[src/logic/sqa_pkg.sv]
// Constants, types and shared arithmetic for the square/accumulate and status-op unit.
//
// Overview of operation
// - Square-and-accumulate first adds the shifted product register to the accumulator.
// - Then it loads the addressed word into the operand register and squares it.
// - Square-and-subtract first subtracts the shifted product register from the accumulator.
// - Then it loads the addressed word into the operand register and squares it.
// - Store-status writes status word zero to the addressed data word.
// - Indexed store-status writes the status word chosen by the immediate index.
// - Second-status store writes status word one to the addressed data word.
// - Set-sign-extension forces the sign extension mode bit to one.
// - Set-test-flag forces the test/control flag to one, other bits unchanged.
// - On the legacy variant, set-transmit-mode forces the transmit mode bit to one.
// - Product shift: 00 none, 01 left 1, 10 left 4, 11 right 6 signed.
package sqa_pkg;

  typedef enum logic [2:0] {
    SQA_IDLE = 3'b001,
    SQA_EXEC = 3'b010,
    SQA_CAPT = 3'b100
  } sqa_state_t;

  localparam logic [7:0] A_CMD = 8'h00;
  localparam logic [7:0] A_STAT = 8'h04;
  localparam logic [7:0] A_STATUS0 = 8'h08;
  localparam logic [7:0] A_STATUS1 = 8'h0C;
  localparam logic [7:0] A_ACC = 8'h10;
  localparam logic [7:0] A_PREG = 8'h14;
  localparam logic [7:0] A_TREG = 8'h18;
  localparam logic [7:0] A_AUX = 8'h1C;
  localparam logic [7:0] A_CFG = 8'h20;

  localparam logic [3:0] OP_NOP = 4'h0;
  localparam logic [3:0] OP_SQ_ACC = 4'h1;
  localparam logic [3:0] OP_SQ_SUB = 4'h2;
  localparam logic [3:0] OP_STORE_S0 = 4'h3;
  localparam logic [3:0] OP_STORE_IDX = 4'h4;
  localparam logic [3:0] OP_STORE_S1 = 4'h5;
  localparam logic [3:0] OP_SET_SEXT = 4'h6;
  localparam logic [3:0] OP_SET_TEST = 4'h7;
  localparam logic [3:0] OP_SET_XMIT = 4'h8;

  localparam int CMD_OP_LSB = 0;
  localparam int CMD_IND = 4;
  localparam int CMD_DMA_LSB = 5;
  localparam int CMD_NXT_EN = 12;
  localparam int CMD_NXT_LSB = 13;
  localparam int CMD_IDX = 16;
  localparam int AUX_SEL_LSB = 16;

  localparam int S0_PTR_LSB = 13;
  localparam int S0_PAGE_LSB = 0;
  localparam int S1_TEST = 11;
  localparam int S1_SEXT = 10;
  localparam int S1_XMIT = 2;
  localparam int S1_PSHIFT_LSB = 0;

  localparam logic [15:0] S0_RST = 16'h0600;
  localparam logic [15:0] S1_RST = 16'h05F0;
  localparam logic [1:0] RESP_OKAY = 2'h0;
  localparam logic [1:0] RESP_SLVERR = 2'h2;

  // Product output shifter shared by both accumulate directions.
  function automatic logic [31:0] sqa_pshift(input logic [31:0] p, input logic [1:0] sel);
    logic [31:0] r;
    r = p;
    case (sel)
      2'h1: r = {p[30:0], 1'h0};
      2'h2: r = {p[27:0], 4'h0};
      2'h3: r = {{6{p[31]}}, p[31:6]};
      default: r = p;
    endcase
    return r;
  endfunction

  // Merges a bus write into a stored word under its byte enables.
  function automatic logic [31:0] sqa_merge(input logic [31:0] old, input logic [31:0] nw,
                                            input logic [3:0] strb);
    logic [31:0] r;
    r = old;
    for (int i = 0; i < 4; i++) begin
      if (strb[i]) begin
        r[8*i +: 8] = nw[8*i +: 8];
      end
    end
    return r;
  endfunction

endpackage

[src/logic/sqa_sq_if.sv]
// Interface between the core and the squarer/shifter datapath.
`timescale 1ns/1ns
`default_nettype none
interface sqa_sq_if;
  logic [15:0] operand;
  logic [31:0] square;
  logic [31:0] pin;
  logic [1:0] shsel;
  logic [31:0] pout;
  modport core (output operand, output pin, output shsel, input square, input pout);
  modport unit (input operand, input pin, input shsel, output square, output pout);
endinterface
`default_nettype wire

[src/logic/sqa_square.sv]
// Squarer and product output shifter.
`timescale 1ns/1ns
`default_nettype none
module sqa_square (
  sqa_sq_if.unit sq
);
  logic signed [31:0] prod;

  always_comb begin
    prod = 32'(($signed(sq.operand)) * ($signed(sq.operand)));
  end

  assign sq.square = prod;
  assign sq.pout = sqa_pkg::sqa_pshift(sq.pin, sq.shsel);
endmodule // sqa_square
`default_nettype wire

[src/logic/sqa_agu.sv]
// Operand address generator for direct and indirect forms.
`timescale 1ns/1ns
`default_nettype none
module sqa_agu (
  input wire logic indirect,
  input wire logic [6:0] dma,
  input wire logic [8:0] dp,
  input wire logic [15:0] ar_cur,
  input wire logic [2:0] ptr,
  input wire logic nxt_en,
  input wire logic [2:0] nxt_ptr,
  output logic [15:0] addr,
  output logic [2:0] ptr_new
);
  always_comb begin
    addr = indirect ? ar_cur : {dp, dma};
    // The pointer changes only after the address above has been formed from the old one.
    ptr_new = (indirect && nxt_en) ? nxt_ptr : ptr;
  end
endmodule // sqa_agu
`default_nettype wire

[src/logic/sqa_top.sv]
// Instruction execution core with AXI4-Lite register access and data-memory port.
`timescale 1ns/1ns
`default_nettype none
module sqa_top (
  input wire logic aclk,
  input wire logic aresetn,
  input wire logic ce,
  input wire logic [7:0] s_axi_awaddr,
  input wire logic s_axi_awvalid,
  output logic s_axi_awready,
  input wire logic [31:0] s_axi_wdata,
  input wire logic [3:0] s_axi_wstrb,
  input wire logic s_axi_wvalid,
  output logic s_axi_wready,
  output logic [1:0] s_axi_bresp,
  output logic s_axi_bvalid,
  input wire logic s_axi_bready,
  input wire logic [7:0] s_axi_araddr,
  input wire logic s_axi_arvalid,
  output logic s_axi_arready,
  output logic [31:0] s_axi_rdata,
  output logic [1:0] s_axi_rresp,
  output logic s_axi_rvalid,
  input wire logic s_axi_rready,
  output logic [15:0] mem_addr,
  output logic mem_rd,
  output logic mem_wr,
  output logic [15:0] mem_wdata,
  input wire logic [15:0] mem_rdata
);
  typedef struct packed {
    sqa_pkg::sqa_state_t st;
    logic [31:0] acc;
    logic [31:0] preg;
    logic [15:0] treg;
    logic [15:0] sw0;
    logic [15:0] sw1;
    logic [7:0][15:0] ar;
    logic [31:0] cmd;
    logic legacy;
    logic [15:0] mem_addr;
    logic [15:0] mem_wdata;
    logic mem_rd;
    logic mem_wr;
    logic bvalid;
    logic [1:0] bresp;
    logic rvalid;
    logic [1:0] rresp;
    logic [31:0] rdata;
  } sqa_core_t;

  localparam sqa_core_t CORE_RST = '{
    st: sqa_pkg::SQA_IDLE, acc: 32'h0, preg: 32'h0, treg: 16'h0,
    sw0: sqa_pkg::S0_RST, sw1: sqa_pkg::S1_RST, ar: '0, cmd: 32'h0,
    legacy: 1'h0, mem_addr: 16'h0, mem_wdata: 16'h0, mem_rd: 1'h0, mem_wr: 1'h0,
    bvalid: 1'h0, bresp: 2'h0, rvalid: 1'h0, rresp: 2'h0, rdata: 32'h0};

  sqa_core_t q;
  sqa_core_t d;
  logic wr_take;
  logic rd_take;
  logic go;
  logic busy;
  logic [31:0] wval;
  logic [3:0] wop;
  logic [15:0] agu_addr;
  logic [2:0] agu_ptr;
  logic [3:0] cur_op;

  sqa_sq_if sq ();

  sqa_square u_square (
    .sq(sq.unit)
  );

  sqa_agu u_agu (
    .indirect(wval[sqa_pkg::CMD_IND]),
    .dma(wval[sqa_pkg::CMD_DMA_LSB +: 7]),
    .dp(q.sw0[sqa_pkg::S0_PAGE_LSB +: 9]),
    .ar_cur(q.ar[q.sw0[sqa_pkg::S0_PTR_LSB +: 3]]),
    .ptr(q.sw0[sqa_pkg::S0_PTR_LSB +: 3]),
    .nxt_en(wval[sqa_pkg::CMD_NXT_EN]),
    .nxt_ptr(wval[sqa_pkg::CMD_NXT_LSB +: 3]),
    .addr(agu_addr),
    .ptr_new(agu_ptr)
  );

  assign sq.operand = mem_rdata;
  assign sq.pin = q.preg;
  assign sq.shsel = q.sw1[sqa_pkg::S1_PSHIFT_LSB +: 2];

  assign busy = ~q.st[0];
  assign cur_op = q.cmd[sqa_pkg::CMD_OP_LSB +: 4];
  // Write address and data are taken together, only while no response is pending.
  assign wr_take = ce & s_axi_awvalid & s_axi_wvalid & ~q.bvalid;
  assign rd_take = ce & s_axi_arvalid & ~q.rvalid;
  assign s_axi_awready = wr_take;
  assign s_axi_wready = wr_take;
  assign s_axi_arready = rd_take;
  // Valids are masked while frozen so that no handshake completes unseen.
  assign s_axi_bvalid = q.bvalid & ce;
  assign s_axi_rvalid = q.rvalid & ce;
  assign s_axi_bresp = q.bresp;
  assign s_axi_rresp = q.rresp;
  assign s_axi_rdata = q.rdata;
  assign mem_addr = q.mem_addr;
  assign mem_rd = q.mem_rd;
  assign mem_wr = q.mem_wr;
  assign mem_wdata = q.mem_wdata;

  always_comb begin
    wval = sqa_pkg::sqa_merge(32'h0, s_axi_wdata, s_axi_wstrb);
    unique case (s_axi_awaddr)
      sqa_pkg::A_CMD: wval = sqa_pkg::sqa_merge(q.cmd, s_axi_wdata, s_axi_wstrb);
      sqa_pkg::A_STATUS0: wval = sqa_pkg::sqa_merge({16'h0, q.sw0}, s_axi_wdata, s_axi_wstrb);
      sqa_pkg::A_STATUS1: wval = sqa_pkg::sqa_merge({16'h0, q.sw1}, s_axi_wdata, s_axi_wstrb);
      sqa_pkg::A_AUX: wval = sqa_pkg::sqa_merge({16'h0, q.ar[s_axi_wdata[sqa_pkg::AUX_SEL_LSB +: 3]]},
                                                s_axi_wdata, s_axi_wstrb);
      sqa_pkg::A_ACC: wval = sqa_pkg::sqa_merge(q.acc, s_axi_wdata, s_axi_wstrb);
      sqa_pkg::A_PREG: wval = sqa_pkg::sqa_merge(q.preg, s_axi_wdata, s_axi_wstrb);
      default: wval = sqa_pkg::sqa_merge(32'h0, s_axi_wdata, s_axi_wstrb);
    endcase
  end

  assign wop = wval[sqa_pkg::CMD_OP_LSB +: 4];

  always_comb begin
    d = q;
    go = 1'b0;
    if (q.bvalid && s_axi_bready) begin
      d.bvalid = 1'b0;
    end
    if (q.rvalid && s_axi_rready) begin
      d.rvalid = 1'b0;
    end

    unique case (q.st)
      sqa_pkg::SQA_IDLE: begin
      end
      sqa_pkg::SQA_EXEC: begin
        d.mem_rd = 1'b0;
        d.mem_wr = 1'b0;
        d.st = q.mem_rd ? sqa_pkg::SQA_CAPT : sqa_pkg::SQA_IDLE;
      end
      sqa_pkg::SQA_CAPT: begin
        d.treg = mem_rdata;
        d.preg = sq.square;
        d.st = sqa_pkg::SQA_IDLE;
      end
      default: d.st = sqa_pkg::SQA_IDLE;
    endcase

    if (wr_take) begin
      d.bvalid = 1'b1;
      d.bresp = sqa_pkg::RESP_OKAY;
      // Nothing is written while an instruction runs, so the engine owns the state.
      if (busy) begin
        d.bresp = sqa_pkg::RESP_SLVERR;
      end else begin
        unique case (s_axi_awaddr)
          sqa_pkg::A_CMD: begin
            d.cmd = wval;
            go = 1'b1;
          end
          sqa_pkg::A_STATUS0: d.sw0 = wval[15:0];
          sqa_pkg::A_STATUS1: d.sw1 = wval[15:0];
          sqa_pkg::A_ACC: d.acc = wval;
          sqa_pkg::A_PREG: d.preg = wval;
          sqa_pkg::A_AUX: begin
            if (s_axi_wstrb[2]) begin
              d.ar[s_axi_wdata[sqa_pkg::AUX_SEL_LSB +: 3]] = wval[15:0];
            end
          end
          sqa_pkg::A_CFG: begin
            if (s_axi_wstrb[0]) begin
              d.legacy = s_axi_wdata[0];
            end
          end
          default: d.bresp = sqa_pkg::RESP_SLVERR;
        endcase
      end
    end

    if (go) begin
      unique case (wop)
        sqa_pkg::OP_SQ_ACC, sqa_pkg::OP_SQ_SUB, sqa_pkg::OP_STORE_S0, sqa_pkg::OP_STORE_IDX,
        sqa_pkg::OP_STORE_S1: begin
          d.mem_addr = agu_addr;
          d.sw0[sqa_pkg::S0_PTR_LSB +: 3] = agu_ptr;
          d.st = sqa_pkg::SQA_EXEC;
        end
        default: begin
        end
      endcase
      unique case (wop)
        sqa_pkg::OP_SQ_ACC: begin
          d.acc = q.acc + sq.pout;
          d.mem_rd = 1'b1;
        end
        sqa_pkg::OP_SQ_SUB: begin
          d.acc = q.acc - sq.pout;
          d.mem_rd = 1'b1;
        end
        sqa_pkg::OP_STORE_S0: begin
          d.mem_wr = 1'b1;
          d.mem_wdata = q.sw0;
        end
        sqa_pkg::OP_STORE_IDX: begin
          d.mem_wr = 1'b1;
          d.mem_wdata = wval[sqa_pkg::CMD_IDX] ? q.sw1 : q.sw0;
        end
        sqa_pkg::OP_STORE_S1: begin
          d.mem_wr = 1'b1;
          d.mem_wdata = q.sw1;
        end
        sqa_pkg::OP_SET_SEXT: d.sw1[sqa_pkg::S1_SEXT] = 1'b1;
        sqa_pkg::OP_SET_TEST: d.sw1[sqa_pkg::S1_TEST] = 1'b1;
        sqa_pkg::OP_SET_XMIT: begin
          if (q.legacy) begin
            d.sw1[sqa_pkg::S1_XMIT] = 1'b1;
          end
        end
        sqa_pkg::OP_NOP: begin
        end
        default: d.bresp = sqa_pkg::RESP_SLVERR;
      endcase
    end

    if (rd_take) begin
      d.rvalid = 1'b1;
      d.rresp = sqa_pkg::RESP_OKAY;
      unique case (s_axi_araddr)
        sqa_pkg::A_CMD: d.rdata = q.cmd;
        sqa_pkg::A_STAT: d.rdata = {28'h0, q.st, busy};
        sqa_pkg::A_STATUS0: d.rdata = {16'h0, q.sw0};
        sqa_pkg::A_STATUS1: d.rdata = {16'h0, q.sw1};
        sqa_pkg::A_ACC: d.rdata = q.acc;
        sqa_pkg::A_PREG: d.rdata = q.preg;
        sqa_pkg::A_TREG: d.rdata = {16'h0, q.treg};
        sqa_pkg::A_AUX: d.rdata = {13'h0, q.sw0[sqa_pkg::S0_PTR_LSB +: 3],
                                   q.ar[q.sw0[sqa_pkg::S0_PTR_LSB +: 3]]};
        sqa_pkg::A_CFG: d.rdata = {31'h0, q.legacy};
        default: begin
          d.rdata = 32'h0;
          d.rresp = sqa_pkg::RESP_SLVERR;
        end
      endcase
    end
  end

  always_ff @(posedge aclk) begin
    if (!aresetn) begin
      q <= CORE_RST;
    end else if (ce) begin
      q <= d;
    end
  end
endmodule // sqa_top
`default_nettype wire

[config.mk]
export PLATFORM = sky130hd
export DESIGN_NAME = sqa_top
export DESIGN_NICKNAME = d
export VERILOG_FILES = /design/src/logic/sqa_pkg.sv /design/src/logic/sqa_sq_if.sv /design/src/logic/sqa_square.sv /design/src/logic/sqa_agu.sv /design/src/logic/sqa_top.sv
export SDC_FILE = /design/constraint.sdc
export NUM_CORES = 2
export LEC_CHECK = 0
export BUFFER_PORTS_ARGS = -buffer_cell sky130_fd_sc_hd__buf_2
export CORE_MARGIN = 2
export CORE_UTILIZATION = 65
export DETAILED_ROUTE_END_ITERATION = 16
export PLACE_DENSITY = 0.84
export SLEW_MARGIN = 20
export SYNTH_ARGS = -nofsm -noshare
export SYNTH_HDL_FRONTEND = slang
export SYNTH_SLANG_ARGS = --single-unit
[constraint.sdc]
create_clock -name aclk -period 21.4 [get_ports aclk]
set_input_delay 2.14 -clock aclk [delete_from_list [all_inputs] [get_ports aclk]]
set_output_delay 2.14 -clock aclk [all_outputs]
set_load 0.02 [all_outputs]
---- After elaboration in Yosys (flattened, before gate mapping) ----
Cells that the tools add are included.
cells by class
  mux-type cells .......................... 79
  add/subtract/negate cells ............... 2
  reductions and logical operators ........ 28
  div/mod/pow operators ................... 0
  order comparisons ....................... 3
  shift operators ......................... 0
  equal/unequal tests ..................... 29
  bitwise gates (word level) .............. 10
  multipliers ............................. 1
operators by type and width
  kind                                                             count
  193-bit 2-to-1 mux                                               2
  32-bit one-hot mux with 9 select lines                           1
  128-bit 2-to-1 mux                                               2
  32-bit one-hot mux with 6 select lines                           1
  8-bit 2-to-1 mux                                                 22
  128-bit bitwise mux                                              1
  64-bit 2-to-1 mux                                                2
  16-bit 2-to-1 mux                                                7
  16-bit binary-select mux with 3-bit select                       2
  32-bit 2-to-1 mux                                                3
  32-bit one-hot mux with 3 select lines                           1
  35-bit 2-to-1 mux                                                2
  32-bit one-hot mux with 2 select lines                           1
  8-bit by 5-bit == test with 1-bit output, second input constant  7
  16-bit demux with 3-bit select                                   1
  48-bit 2-to-1 mux                                                1
  16-bit one-hot mux with 3 select lines                           1
  32-bit adder                                                     1
  8-bit by 4-bit == test with 1-bit output, second input constant  4
  16-bit by 16-bit multiplier with 32-bit output                   1
  32-bit subtractor                                                1
  3-bit 2-to-1 mux                                                 6
  9-bit OR reduction                                               2
  4-bit by 3-bit == test with 1-bit output, second input constant  4
  other kinds (31)                                                 76
word-level totals
  input port bits ......................... 76
  logic and storage cells ................. 179
  memories ................................ 0
  output and inout port bits .............. 75
  latch bits .............................. 0
  register bits ........................... 348
  bits in writable memories ............... 0
  memory bits (read-only) ................. 0

---- Depth between registers and ports, before layout ----
  depth in word-level cells ............... 12
  gate-level depth with buffers ........... 25
  gate-level depth less buffers ........... 24

---- Modules after synthesis ----
From an unflattened synthesis, not the netlist that was laid out.
unflattened totals
  cells, all modules ...................... 3,611
  area total of the unflattened synthesis .. 29,913.7 µm²
by module, submodules not included
  module      area an instance (µm²)  sequential area each (µm²)  times used  cells an instance
  sqa_top     19,826.5                6,946.7                     1           2,520
  sqa_square  9,798.1                 0.0                         1           1,069
  sqa_agu     289.0                   0.0                         1           22

---- Least setup slack after synthesis ----
No wires, ideal clock.
  path kind ............................... in2reg
  from .................................... input mem_rdata[15]
  to ...................................... register q, in the netlist sq.pin[29]
  stages on the path ...................... 22
  path slack .............................. 13,064 ps
  library setup time ...................... 117 ps
  data arrival time ....................... 8,219 ps
  cell sequence ........................... clkbuf_1 > inv_1 > buf_1 > nor2_1 > fa_1 > fa_1 > fa_1 > fa_1 > fa_1 > inv_1 > fa_1 > inv_1 > ha_1 > a21o_1 > a21o_1 > a21o_1 > o2bb2ai_1 > o31ai_1 > a21oi_1 > nor3_1 > o311ai_0 > a32o_1
between the ends
  cells in the longest elaborated chain, start to end .. 5
ends and longest elaborated chain
  element                                             RTL line          source
  start: declaration                                  sqa_top.sv:29     input wire logic [15:0] mem_rdata
  16-bit by 16-bit multiplier with 32-bit output (*)  sqa_square.sv:10  prod = 32'(($signed(sq.operand)) * ($signed(sq.operand)));
  48-bit 2-to-1 mux (*)                               sqa_top.sv:137    unique case (q.st)
  32-bit 2-to-1 mux                                   sqa_top.sv:160    unique case (s_axi_awaddr)
  64-bit 2-to-1 mux                                   sqa_top.sv:157    if (busy) begin
  64-bit 2-to-1 mux (*)                               sqa_top.sv:153    if (wr_take) begin
  end signal: assignment                              sqa_top.sv:253    q <= CORE_RST;
  end signal: assignment                              sqa_top.sv:255    q <= d;
  end: declaration                                    sqa_top.sv:58     sqa_core_t q;
Every way passes the cells marked *; elsewhere a longest branch is shown, timed or not.
A chain may end at the register's enable or synchronous reset.

---- Worst setup path after layout ----
Same ends and word-level chain as after synthesis.

==> impl_metrics.json <==
{
  "summed_negative_setup_slack_over_all_endpoints_ns": 0,
  "p_leak_nw": 12.9,
  "finalWirelength_mm": 98.3,
  "synth.net_count": 4013,
  "worstPathArrival_ns": 9.03,
  "h_tree_lvl_count": 2,
  "fmax_mhz": 117,
  "slowest_stage": "sky130_fd_sc_hd__fa_1",
  "post-route-drc-count": 0,
  "clock_sinks": 347,
  "synthArstFlopShare_pct": 0,
  "crit_buf_inv": 4,
  "synthTopCellsByArea": "sky130_fd_sc_hd__dfxtp_1, sky130_fd_sc_hd__fa_1, sky130_fd_sc_hd__nand2_1",
  "placement.io_buffers": 149,
  "hold_path.class": "reg -> reg",
  "placement_rows": 78,
  "floorplan.initialDensity_pct": 65.8,
  "slew_headroom_pct": 14.4,
  "place_area_mm2": 0.0303,
  "layoutNonFillerInstCount": 4143,
  "grt_setup_unrepaired": "false",
  "layout_cell_share_with_drive_strength_beyond_1_pct": 11.7,
  "syn-mean-instance-area_um2": 8.32,
  "groute.usage.overall_pct": 41.3,
  "post-synth-top-count-cell": "sky130_fd_sc_hd__nand2_1",
  "fp.dieArea_mm2": 0.0476,
  "design.final.nets": 3943,
  "synth-seq-cells": 347,
  "core_area_mm2": 0.0453,
  "worst_path_largest_cell_delay_ns": 0.91,
  "fin_total_pwr_mw": 4.26,
  "layout.core_utilization_pct": 69.8,
  "areaGrowthSynthToFinish_pct": 6.06,
  "post-route-cell-area_mm2": 0.0316,
  "status": "completed",
  "timing.setup.critical_path_class": "in -> reg",
  "chain_of_cells_forming_the_critical_path": "buf_2 -> inv_1 -> nor2_1 -> fa_1 -> fa_1 -> fa_1 -> fa_1 -> fa_1 -> inv_1 -> fa_1 -> inv_1 -> ha_1 -> a21o_1 -> a21o_1 -> a21o_1 -> o2bb2ai_1 -> o31ai_1 -> a21oi_1 -> nor3_1 -> o311ai_0 -> a32o_1",
  "ant_nets": 0,
  "post_drt_via_cell_ratio": 6.66,
  "clk_root_buffer_cell": "sky130_fd_sc_hd__clkbuf_16",
  "synthTopCellsByCount": "sky130_fd_sc_hd__nand2_1, sky130_fd_sc_hd__inv_1, sky130_fd_sc_hd__dfxtp_1, sky130_fd_sc_hd__a21oi_1, sky130_fd_sc_hd__nor2_1",
  "post_synth_num_cell_types": 82,
  "antenna_found_initial": 5,
  "synthDominantCellAreaShare_pct": 23.3,
  "timing.final.max_slew_violations": 0,
  "actual_transition_at_the_worst_max_transition_pin_ns": 1.28,
  "io_pins": 151,
  "gr-total-overflow": 0,
  "post_synth_instance_area_mm2": 0.0298,
  "placedCellCount": 4069,
  "crit_path_max_fanout": 18,
  "drt-pass1-iter-count": 10,
  "cts.repair.resized": 0,
  "routed-via-count": 27600,
  "postSynthCellCount": 3580,
  "cts_buffer_depth": 3,
  "n_fill_cell": 3598,
  "ir_worst_vdd_mv": 0.223,
  "first_pass_grt_wire_length_mm": 152,
  "fp.dieH_um": 218,
  "netlist.top_cell.by_area": "sky130_fd_sc_hd__dfxtp_1",
  "cts_clk_pin_slew_worst_paths_ns": 0.06,
  "postCtsSetupBuffers": 0,
  "finClkSkew_ns": 0.0338,
  "chipWidth_um": 218,
  "finalWorstPathRequiredPeriod_ns": 8.57,
  "setup_viol_count_final": 0,
  "insertion_delay_ns": 0.60,
  "yosysWarningCount": 0,
  "postSynth.topFlopCell": "sky130_fd_sc_hd__dfxtp_1",
  "pin_count_of_the_biggest_net_entering_global_routing": 110,
  "synth-seq-area-share_pct": 23.3,
  "grt_pass1_vias": 26600,
  "finalHoldViolCount": 0,
  "critical_path_required_ns": 21.86,
  "wl_per_cell_um": 23.7,
  "power_density_mw_per_mm2": 135,
  "cp_startpoint_kind": "input pin",
  "final_min_period_over_clock_period_pct": 40.0,
  "drv.max_cap_violation_count": 0,
  "number_of_cts_inserted_buffers": 38,
  "initialDrtViolationCount": 4443,
  "worst_setup_path_end_kind": "register",
  "tritoncts": "built",
  "cp_top_family": "adder cells",
  "gp_congestion": 1.02,
  "timing.critical_path.mode_cell": "sky130_fd_sc_hd__fa_1",
  "post_cts_hold_buffer_count": 0,
  "synth_enable_flop_cells": 0,
  "hpwlAfterDp_mm": 69.6
}
## routing by layer
layer / GRT usage, % / share of wire, % / vias to the layer above
met5: 0 / 0.043 / -
met4: 19.6 / 5.8 / 6
met3: 14.2 / 15 / 421
met2: 61.2 / 42 / 2020
met1: 54.3 / 37 / 13000
li1: - / - / 12100
## worst register-to-register path, delay by kind of cell, from the launching register on
kind,cells,cell delay [ns]
XOR/XNOR,1,0.18
AO/OA/AOI/OAI,12,3.13
AND/OR/NAND/NOR,3,1.38
adder cells (fa/ha/maj),1,0.35
flip-flops,1,0.32
multiplexers,1,0.23
buffers and inverters,1,0.51
## placed cells by master, fill, tap and decap left out, types with 37 or more instances in the layout
cell type | synthesis | final
sky130_fd_sc_hd__ha_1 | 122 | 122
sky130_fd_sc_hd__a211oi_1 | 56 | 55
sky130_fd_sc_hd__nand2_1 | 616 | 616
sky130_fd_sc_hd__fa_1 | 235 | 235
sky130_fd_sc_hd__dfxtp_1 | 347 | 344
sky130_fd_sc_hd__nor2_1 | 245 | 234
sky130_fd_sc_hd__clkbuf_16 | 0 | 38
sky130_fd_sc_hd__o211ai_1 | 37 | 37
sky130_fd_sc_hd__buf_2 | 25 | 149
sky130_fd_sc_hd__buf_4 | 70 | 45
sky130_fd_sc_hd__inv_1 | 355 | 354
sky130_fd_sc_hd__mux2i_1 | 63 | 63
sky130_fd_sc_hd__a222oi_1 | 38 | 38
sky130_fd_sc_hd__a22oi_1 | 80 | 80
sky130_fd_sc_hd__o21ai_0 | 93 | 92
sky130_fd_sc_hd__mux4_2 | 70 | 70
sky130_fd_sc_hd__nand3_1 | 43 | 43
sky130_fd_sc_hd__and2_1 | 55 | 55
sky130_fd_sc_hd__xnor2_1 | 62 | 62
sky130_fd_sc_hd__a21oi_1 | 315 | 312
## cells by family after synthesis
logic type | share of synthesized area (%)
buf+inv | 9.38
xor+xnor | 2.79
mux | 8.37
fa+ha+maj | 20.9
simple gates | 15.7
compound gates | 19.5
other cells | 0.0126
flops | 23.3
## layout make-up
type,count,area (um2),area share [%]
diodes,4,10.0,0.0317
clock buffers,56,1080,3.41
clock inverters,13,180,0.570
inverters,355,1340,4.24
multi-input cells,2573,20200,63.9
flip-flops and latches,347,6950,22.0
well taps,600,751,2.38
repair buffers,195,1110,3.52
## path summary, 6_finish.rpt
kind / startpoint / endpoint / slack, ns / depth (start not counted)
worst min register to register: s_axi_bresp[0] / s_axi_bresp[0] / 0.43 / 2
worst max register to register: q[233] / q[343] / 15.27 / 19
worst max-delay path: mem_rdata[15] / sq.pin[29] / 12.83 / 21
worst min-delay path: s_axi_bresp[0] / s_axi_bresp[0] / 0.43 / 2
## through the flow
step,worst slack (ns),hold WS (ns)
final,12.83,0.435
after global routing,12.55,0.462
after CTS,12.90,0.435
after detailed placement,12.32,0.419
after global placement,12.55,0.414
after floorplan,13.06,0.410
## report_power, final
group / internal [mW] / switching, mW / total (mW)
combinational: 1.13 / 1.79 / 2.93
clock: 0.380 / 0.295 / 0.675
sequential: 0.649 / 0.00357 / 0.653
Note: power is estimated with default switching activity, not from simulation.
